$ cat config.mk
export PLATFORM = sky130hd
export DESIGN_NAME = mac_move
export DESIGN_NICKNAME = d
export VERILOG_FILES = /design/src/hdl/mac_move.v
export VERILOG_INCLUDE_DIRS = /design/src /design/src/hdl
export SDC_FILE = /design/constraint.sdc
export NUM_CORES = 2
export LEC_CHECK = 0
export BUFFER_PORTS_ARGS = -buffer_cell sky130_fd_sc_hd__buf_2
export CAP_MARGIN = 0
export CORE_ASPECT_RATIO = 0.8
export CORE_MARGIN = 4
export CORE_UTILIZATION = 30
export CTS_CLUSTER_SIZE = 30
export DETAILED_ROUTE_END_ITERATION = 16
export GPL_TIMING_DRIVEN = 0
export PLACE_DENSITY = 0.5
export SLEW_MARGIN = 10
export SYNTH_ARGS = -nofsm -noshare
export SYNTH_HDL_FRONTEND = slang
export SYNTH_SLANG_ARGS = --single-unit
$ cat constraint.sdc
create_clock -name clk -period 21.3 [get_ports clk]
set_input_delay 6.39 -clock clk [delete_from_list [all_inputs] [get_ports clk]]
set_output_delay 6.39 -clock clk [all_outputs]
set_load 0.02 [all_outputs]
$ cat src/hdl/mac_move_defines.vh
`ifndef MAC_MOVE_DEFINES_VH
`define MAC_MOVE_DEFINES_VH

// ----------------------------------------------------------------------
// register byte offsets
// ----------------------------------------------------------------------
`define OFS_CMD 8'h00
`define OFS_OPERANDS 8'h04
`define OFS_ACC_LO 8'h08
`define OFS_ACC_HI 8'h0C
`define OFS_FLAGS 8'h10
`define OFS_POINTER 8'h14
`define OFS_RAM_ADDR 8'h18
`define OFS_RAM_DATA 8'h1C
`define OFS_CONFIG 8'h20

// ----------------------------------------------------------------------
// instruction bytes
// ----------------------------------------------------------------------
`define PREFIX_BYTE 8'h93
`define OP_U_ADD 4'h1
`define OP_U_SUB 4'h2
`define OP_U_REV 4'h3
`define OP_SU_ADD 4'h5
`define OP_SU_SUB 4'h6
`define OP_SU_REV 4'h7
`define OP_US_ADD 4'h9
`define OP_US_REV 4'hB
`define OP_LOW_NIBBLE 3'h4
`define PTR_KEEP 2'h0
`define PTR_INC 2'h1
`define PTR_DEC 2'h2
`define PTR_OFFSET 2'h3

// ----------------------------------------------------------------------
// arithmetic constants
// ----------------------------------------------------------------------
`define ROUND_CONST 42'h000_0000_8000
`define SAT_POS 40'h7F_FFFF_FFFF
`define SAT_NEG 40'h80_0000_0000
`define LOW_WORD_CLEAR 40'hFF_FFFF_0000

// ----------------------------------------------------------------------
// flag bit positions and bus answers
// ----------------------------------------------------------------------
`define FLG_N 0
`define FLG_Z 1
`define FLG_C 2
`define FLG_SV 3
`define FLG_E 4
`define FLG_SL 5
`define FLG_V 6
`define FLG_ERR 7
`define RESP_OKAY 2'h0
`define RESP_SLVERR 2'h2

`endif

$ cat src/hdl/mac_move.v
// The AXI4-Lite interface to the registers and the placing of the registers are this design's own decisions.
`timescale 1ns/1ps
`include "mac_move_defines.vh"

module mac_move (
  input wire clk,
  input wire rst_b,
  input wire [7:0] s_axi_awaddr,
  input wire s_axi_awvalid,
  output wire s_axi_awready,
  input wire [31:0] s_axi_wdata,
  input wire [3:0] s_axi_wstrb,
  input wire s_axi_wvalid,
  output wire s_axi_wready,
  output reg [1:0] s_axi_bresp,
  output reg s_axi_bvalid,
  input wire s_axi_bready,
  input wire [7:0] s_axi_araddr,
  input wire s_axi_arvalid,
  output wire s_axi_arready,
  output reg [31:0] s_axi_rdata,
  output reg [1:0] s_axi_rresp,
  output reg s_axi_rvalid,
  input wire s_axi_rready
);

  // ----------------------------------------------------------------------
  // state
  // ----------------------------------------------------------------------
  reg [7:0] aw_addr_q;
  reg aw_have_q;
  reg [31:0] w_data_q;
  reg [3:0] w_strb_q;
  reg w_have_q;
  reg [31:0] cmd_q;
  reg exec_q;
  reg [15:0] op1_q;
  reg [15:0] op2_q;
  reg [39:0] sum_register_40;
  reg [7:0] flags_q;
  reg [5:0] index_pointer;
  reg [5:0] ptr_offset_q;
  reg [5:0] ram_addr_q;
  reg sat_en_q;
  reg [15:0] dual_port_ram [0:63];

  // ----------------------------------------------------------------------
  // instruction decode
  // ----------------------------------------------------------------------
  wire [7:0] op_byte = cmd_q[15:8];
  wire [7:0] ptr_byte = cmd_q[23:16];
  wire prefix_ok = (cmd_q[7:0] == `PREFIX_BYTE);
  wire rnd = op_byte[0];
  reg op1_sgn;
  reg op2_sgn;
  reg is_rev;
  reg is_sub;
  reg known;

  always @* begin
    op1_sgn = 1'b0;
    op2_sgn = 1'b0;
    is_rev = 1'b0;
    is_sub = 1'b0;
    known = prefix_ok && (op_byte[3:1] == `OP_LOW_NIBBLE);
    case (op_byte[7:4])
      `OP_U_ADD: is_sub = 1'b0;
      `OP_U_SUB: begin
        is_sub = 1'b1;
        known = known && !rnd;
      end
      `OP_U_REV: is_rev = 1'b1;
      `OP_SU_ADD: op1_sgn = 1'b1;
      `OP_SU_SUB: begin
        op1_sgn = 1'b1;
        is_sub = 1'b1;
        known = known && !rnd;
      end
      `OP_SU_REV: begin
        op1_sgn = 1'b1;
        is_rev = 1'b1;
      end
      `OP_US_ADD: op2_sgn = 1'b1;
      `OP_US_REV: begin
        op2_sgn = 1'b1;
        is_rev = 1'b1;
      end
      default: known = 1'b0;
    endcase
  end

  // ----------------------------------------------------------------------
  // multiply and combine
  // ----------------------------------------------------------------------
  // operands carry a 17th bit so one signed multiplier covers all signedness
  wire signed [16:0] mul_a = {op1_sgn & op1_q[15], op1_q};
  wire signed [16:0] mul_b = {op2_sgn & op2_q[15], op2_q};
  wire signed [33:0] product = mul_a * mul_b;
  // unsigned forms give product[33] = 0, so this is a zero extension there
  wire [39:0] prod40 = {{6{product[33]}}, product};
  wire [41:0] prod42 = {{2{prod40[39]}}, prod40};
  wire [41:0] acc42 = {{2{sum_register_40[39]}}, sum_register_40};
  wire [41:0] rnd42 = rnd ? `ROUND_CONST : 42'h000_0000_0000;
  reg [41:0] raw;
  reg [40:0] carry_sum;

  always @* begin
    if (is_rev) begin
      raw = prod42 - acc42 + rnd42;
      carry_sum = {1'b0, prod40} - {1'b0, sum_register_40};
    end else if (is_sub) begin
      raw = acc42 - prod42;
      carry_sum = {1'b0, sum_register_40} - {1'b0, prod40};
    end else begin
      raw = acc42 + prod42 + rnd42;
      carry_sum = {1'b0, sum_register_40} + {1'b0, prod40} + {1'b0, rnd42[39:0]};
    end
  end

  wire ovf = (raw[41:39] != 3'h0) && (raw[41:39] != 3'h7);
  wire do_sat = ovf && sat_en_q;
  wire [39:0] sat_val = raw[41] ? `SAT_NEG : `SAT_POS;
  wire [39:0] pre_clr = do_sat ? sat_val : raw[39:0];
  wire [39:0] result = rnd ? (pre_clr & `LOW_WORD_CLEAR) : pre_clr;
  wire guard_used = (result[39:31] != 9'h000) && (result[39:31] != 9'h1FF);

  // ----------------------------------------------------------------------
  // pointer modification for the move
  // ----------------------------------------------------------------------
  reg [5:0] ptr_next;

  always @* begin
    case (ptr_byte[1:0])
      `PTR_INC: ptr_next = index_pointer + 6'h01;
      `PTR_DEC: ptr_next = index_pointer - 6'h01;
      `PTR_OFFSET: ptr_next = index_pointer + ptr_offset_q;
      default: ptr_next = index_pointer;
    endcase
  end

  // ----------------------------------------------------------------------
  // bus write channel
  // ----------------------------------------------------------------------
  assign s_axi_awready = !aw_have_q && !s_axi_bvalid;
  assign s_axi_wready = !w_have_q && !s_axi_bvalid;
  wire do_write = aw_have_q && w_have_q && !s_axi_bvalid;

  function [31:0] merge;
    input [31:0] old;
    input [31:0] data;
    input [3:0] strb;
    integer i;
    begin
      merge = old;
      for (i = 0; i < 4; i = i + 1) begin
        if (strb[i]) begin
          merge[i*8 +: 8] = data[i*8 +: 8];
        end
      end
    end
  endfunction

  reg wr_ok;

  always @* begin
    case (aw_addr_q)
      `OFS_CMD, `OFS_OPERANDS, `OFS_ACC_LO, `OFS_ACC_HI, `OFS_FLAGS,
      `OFS_POINTER, `OFS_RAM_ADDR, `OFS_RAM_DATA, `OFS_CONFIG: begin
        wr_ok = 1'b1;
      end
      default: begin
        wr_ok = 1'b0;
      end
    endcase
  end

  wire [31:0] wm = merge(32'h0000_0000, w_data_q, w_strb_q);
  wire wr_flags = do_write && (aw_addr_q == `OFS_FLAGS);

  always @(posedge clk or negedge rst_b) begin
    if (!rst_b) begin
      aw_addr_q <= 8'h00;
      aw_have_q <= 1'b0;
      w_data_q <= 32'h0000_0000;
      w_strb_q <= 4'h0;
      w_have_q <= 1'b0;
      s_axi_bvalid <= 1'b0;
      s_axi_bresp <= `RESP_OKAY;
    end else begin
      if (s_axi_awvalid && s_axi_awready) begin
        aw_addr_q <= {s_axi_awaddr[7:2], 2'h0};
        aw_have_q <= 1'b1;
      end
      if (s_axi_wvalid && s_axi_wready) begin
        w_data_q <= s_axi_wdata;
        w_strb_q <= s_axi_wstrb;
        w_have_q <= 1'b1;
      end
      if (do_write) begin
        aw_have_q <= 1'b0;
        w_have_q <= 1'b0;
        s_axi_bvalid <= 1'b1;
        s_axi_bresp <= wr_ok ? `RESP_OKAY : `RESP_SLVERR;
      end else if (s_axi_bvalid && s_axi_bready) begin
        s_axi_bvalid <= 1'b0;
      end
    end
  end

  // ----------------------------------------------------------------------
  // registers and execution
  // ----------------------------------------------------------------------
  always @(posedge clk or negedge rst_b) begin
    if (!rst_b) begin
      cmd_q <= 32'h0000_0000;
      exec_q <= 1'b0;
      op1_q <= 16'h0000;
      op2_q <= 16'h0000;
      sum_register_40 <= 40'h00_0000_0000;
      flags_q <= 8'h00;
      index_pointer <= 6'h00;
      ptr_offset_q <= 6'h00;
      ram_addr_q <= 6'h00;
      sat_en_q <= 1'b0;
    end else begin
      exec_q <= do_write && (aw_addr_q == `OFS_CMD);
      // software clears flags by writing ones; an execute in the same cycle wins
      if (wr_flags) begin
        flags_q <= flags_q & ~wm[7:0];
      end
      if (do_write) begin
        case (aw_addr_q)
          `OFS_CMD: begin
            cmd_q <= merge(cmd_q, w_data_q, w_strb_q);
          end
          `OFS_OPERANDS: begin
            {op2_q, op1_q} <= merge({op2_q, op1_q}, w_data_q, w_strb_q);
          end
          `OFS_ACC_LO: begin
            sum_register_40[31:0] <= merge(sum_register_40[31:0], w_data_q, w_strb_q);
          end
          `OFS_ACC_HI: begin
            if (w_strb_q[0]) begin
              sum_register_40[39:32] <= w_data_q[7:0];
            end
          end
          `OFS_POINTER: begin
            if (w_strb_q[0]) begin
              index_pointer <= w_data_q[5:0];
            end
            if (w_strb_q[1]) begin
              ptr_offset_q <= w_data_q[13:8];
            end
          end
          `OFS_RAM_ADDR: begin
            if (w_strb_q[0]) begin
              ram_addr_q <= w_data_q[5:0];
            end
          end
          `OFS_CONFIG: begin
            if (w_strb_q[0]) begin
              sat_en_q <= w_data_q[0];
            end
          end
          default: begin
            sat_en_q <= sat_en_q;
          end
        endcase
      end
      if (exec_q && !known) begin
        flags_q[`FLG_ERR] <= 1'b1;
      end
      if (exec_q && known) begin
        sum_register_40 <= result;
        index_pointer <= ptr_next;
        flags_q[`FLG_V] <= ovf;
        if (do_sat) begin
          flags_q[`FLG_SL] <= 1'b1;
        end
        flags_q[`FLG_E] <= guard_used;
        if (ovf) begin
          flags_q[`FLG_SV] <= 1'b1;
        end
        flags_q[`FLG_C] <= carry_sum[40];
        flags_q[`FLG_Z] <= (result == 40'h00_0000_0000);
        flags_q[`FLG_N] <= result[39];
      end
    end
  end

  // ----------------------------------------------------------------------
  // data memory: move port and software port
  // ----------------------------------------------------------------------
  always @(posedge clk) begin
    if (exec_q && known) begin
      dual_port_ram[ptr_next] <= dual_port_ram[index_pointer];
    end else if (do_write && (aw_addr_q == `OFS_RAM_DATA) && (w_strb_q[1:0] == 2'h3)) begin
      dual_port_ram[ram_addr_q] <= w_data_q[15:0];
    end
  end

  // ----------------------------------------------------------------------
  // bus read channel
  // ----------------------------------------------------------------------
  assign s_axi_arready = !s_axi_rvalid;
  reg [31:0] rd_mux;
  reg rd_ok;

  always @* begin
    rd_ok = 1'b1;
    case ({s_axi_araddr[7:2], 2'h0})
      `OFS_CMD: rd_mux = cmd_q;
      `OFS_OPERANDS: rd_mux = {op2_q, op1_q};
      `OFS_ACC_LO: rd_mux = sum_register_40[31:0];
      `OFS_ACC_HI: rd_mux = {24'h00_0000, sum_register_40[39:32]};
      `OFS_FLAGS: rd_mux = {24'h00_0000, flags_q};
      `OFS_POINTER: rd_mux = {18'h0_0000, ptr_offset_q, 2'h0, index_pointer};
      `OFS_RAM_ADDR: rd_mux = {26'h000_0000, ram_addr_q};
      `OFS_RAM_DATA: rd_mux = {16'h0000, dual_port_ram[ram_addr_q]};
      `OFS_CONFIG: rd_mux = {31'h0000_0000, sat_en_q};
      default: begin
        rd_mux = 32'h0000_0000;
        rd_ok = 1'b0;
      end
    endcase
  end

  always @(posedge clk or negedge rst_b) begin
    if (!rst_b) begin
      s_axi_rvalid <= 1'b0;
      s_axi_rdata <= 32'h0000_0000;
      s_axi_rresp <= `RESP_OKAY;
    end else if (s_axi_arvalid && s_axi_arready) begin
      s_axi_rvalid <= 1'b1;
      s_axi_rdata <= rd_mux;
      s_axi_rresp <= rd_ok ? `RESP_OKAY : `RESP_SLVERR;
    end else if (s_axi_rvalid && s_axi_rready) begin
      s_axi_rvalid <= 1'b0;
    end
  end

endmodule

==> impl_metrics.csv <==
group,metric,value,unit
yosys,synth_flop_cell,"edfxtp_1",
yosys,synth_area_leaders,"edfxtp_1, mux4_2, fa_1",
critical_path,cp.required,21920,ps
critical_path,slowest_delay,840,ps
global_routing,grt_max_degree,92,
placed_design,finalWeightedCongestion,0.9764,
sta,tightest_slew,1348,ps
yosys,syn_area,77040,um^2
floorplan,io-pin-count,100,
placed_design,dp_worst_setup_slack,8180,ps
placed_design,hpwl,220100,um
sta,slew_headroom,10.14,%
clock_network,postCtsHoldBufs,0,
critical_path,cp_num_buf_inv,7,
global_routing,grt_pass1_vias,50284,
yosys,synth.avg_cell_area,14.25,um^2
floorplan,die_h,461.2,um
routing,routed_wl,282800,um
yosys,synth_most_common_cell,"edfxtp_1",
clock_network,cts_buffer_depth,3,
clock_network,ctsRootBufferMaster,"clkbuf_16",
global_routing,grt_pass1_wl,391800,um
routing,via_count,51464,
clock_network,cts_tree,"yes",
clock_network,clock_sink_count,1236,
sta,tns,0,ps
global_routing,antenna_found_initial,29,
sta,worst_slack,7979,ps
routing,post_drt_wl_per_cell,30.39,um
floorplan,rows,166,
yosys,yosys_warnings,0,
hold_path,hold_depth,2,
floorplan,fp.dieW,574.6,um
clock_network,cts-htree-levels,4,
floorplan,die_area,265000,um^2
routing,first_pass_iters,8,
yosys,ys_ff_latch,1236,
critical_path,regToRegSetupSlack,7980,ps
floorplan,start_util,30.13,%
critical_path,critPathLaunchType,"flop",
cells_and_area,drive_gt1_share,23.34,%
clock_network,post_cts_buffers,0,
critical_path,crit_family,"adder cells",
critical_path,crit-reg2reg-launch,"op2_q[15]",
floorplan,core_area,255700,um^2
global_routing,grt_usage,20.94,%
hold_path,min-delay-start,"s_axi_rdata[7]",
sta,fin_skew,63.56,ps
hold_path,min_to,"s_axi_rdata[7]",
global_routing,overflow,0,
sta,finalSetupViolations,0,
cells_and_area,nNetsFinal,6403,
sta,hold-worst-slack,481.6,ps
critical_path,critical_path_class,"reg2reg",
power_and_ir_drop,p_leak,31.91,nW
yosys,synth_edf_count,1024,
sta,rsz0062_at_grt,"false",
sta,period_share,62.54,%
clock_network,cts_resized,0,
flow_run,maxCapViolCount,0,
critical_path,worst_ep_arrival_time,13940,ps
routing,viasPerCell,5.531,
critical_path,path_max_fanout,10,
routing,drtIter0Drc,6658,
yosys,async_reset_ff_share,17.15,%
routing,postRouteAntennaNets,0,
cells_and_area,syn_to_final_growth,14.60,%
clock_network,numCtsBuffers,142,
yosys,synthTopCellsByCount,"edfxtp_1, mux4_2, inv_1, nand2_1, fa_1",
critical_path,critPathCaptureType,"flop",
power_and_ir_drop,ir_worst_vdd,133.9,uV
yosys,ys_types,101,
run_status,status,"finished clean",
yosys,synth_top_area_share,39.92,%
hold_path,hold_class,"reg2reg",
yosys,synth_area_leader_cell,"edfxtp_1",
critical_path,r2r-end,"flags_q[4]",
yosys,synthCells,5407,
yosys,ys_seq_area_share,46.80,%
sta,hold_violations,0,
critical_path,cp_slowest_cell,"xor2_2",
sta,finalCriticalPeriod,13320,ps
power_and_ir_drop,power.density,131.8,nW/um^2
routing,drc,0,
critical_path,crit_top_cell,"fa_1",
clock_network,clk_pin_slew,60,ps
placed_design,portBuffers,91,
critical_path,r2r.worst_path.cells,38,
sta,finalMaxSlewViolations,0,
sta,fmax,75.07,MHz
clock_network,clk_latency,810,ps
## registers in the layout, indices dropped and copies added (netlist names)
name and cells:
flags_q 8, index_pointer 6, sat_en_q 1, aw_addr_q 6, exec_q 1, op2_q 16
ptr_offset_q 6, s_axi_rresp 1, w_data_q 32, s_axi_bvalid 1, dual_port_ram 1024, s_axi_rdata 32
cmd_q 32, aw_have_q 1, op1_q 16, w_have_q 1, s_axi_bresp 1, sum_register_40 40
w_strb_q 4, ram_addr_q 6, s_axi_rvalid 1
## cell usage in the layout, fill, tap and decap left out, types with 41 or more instances in the layout
| master | instances |
|---|---|
| a21o_1 | 69 |
| a21oi_1 | 233 |
| and2_1 | 153 |
| buf_1 | 50 |
| buf_2 | 110 |
| buf_8 | 62 |
| clkbuf_1 | 253 |
| clkbuf_16 | 142 |
| dfrtp_1 | 212 |
| edfxtp_1 | 1024 |
| fa_1 | 320 |
| ha_1 | 289 |
| inv_1 | 467 |
| mux2_2 | 118 |
| mux4_2 | 672 |
| nand2_1 | 405 |
| nor2_1 | 180 |
| nor2_2 | 65 |
| o21ai_0 | 168 |
| xnor2_1 | 90 |
| xor2_1 | 41 |
## worst min-delay path, stage by stage, from the launching register on
cell     delay (ps)
dfrtp_1         340
nand2_1          50
o21ai_0          60
## power breakdown
group | internal, mW | switching, mW | total, mW
Sequential | 3.06 | 0.232 | 3.29
Clock | 1.35 | 1.06 | 2.41
Combinational | 2.09 | 3.84 | 5.93
Total | 6.50 | 5.14 | 11.6
## layout make-up
| class | instances | area, um^2 |
|---|---|---|
| inverters | 468 | 1757 |
| clock buffers | 178 | 3719 |
| multi-input cells | 3393 | 38390 |
| clock inverters | 80 | 849.6 |
| diodes | 12 | 30.03 |
| fillers | 24759 | 167400 |
| well taps | 3444 | 4309 |
| flip-flops and latches | 1236 | 36050 |
| plain buffers | 311 | 1234 |
| repair buffers | 183 | 1944 |
## how the worst max path moves through the flow
stage / cells past startpoint / slack, ps / start / to
after floorplan: 44 / 11130 / cmd_q[12] / flags_q[4]
after global placement: 43 / 7210 / cmd_q[12] / sum_register_40[17]
after detailed placement: 40 / 8180 / cmd_q[12] / sum_register_40[17]
after CTS: 40 / 8140 / cmd_q[12] / sum_register_40[17]
after global routing: 44 / 7320 / op2_q[15] / sum_register_40[17]
final: 38 / 7980 / op2_q[15] / flags_q[4]
## cell families after synthesis
group,Yosys count,synth area share [%]
buf+inv,779,3.843
simple gates,1031,6.213
flops,1236,46.80
mux,824,21.81
other cells,1,0.004868
fa+ha+maj,609,13.01
compound gates,784,6.688
xor+xnor,143,1.626
## routing by layer
| layer | wire length, um | up-vias | global-route usage, % |
|---|---|---|---|
| li1 | - | 21119 | - |
| met1 | 128800 | 27415 | 31.84 |
| met2 | 115100 | 2579 | 28.82 |
| met3 | 30700 | 349 | 6.013 |
| met4 | 8141 | 2 | 5.622 |
| met5 | 13 | - | 0 |
## metrics by stage
step	util, %	power [mW]	instance area [um^2]	cells
4_1_cts	34.51	11.55	88220	9292
3_3_place_gp	31.99	9.065	81800	8943
6_report	34.53	11.63	88280	9305
5_1_grt	34.52	12.06	88250	9293
2_1_floorplan	-	6.856	77040	5408
3_5_place_dp	32.72	9.127	83660	9034
Power figures use the tool's default switching activity.
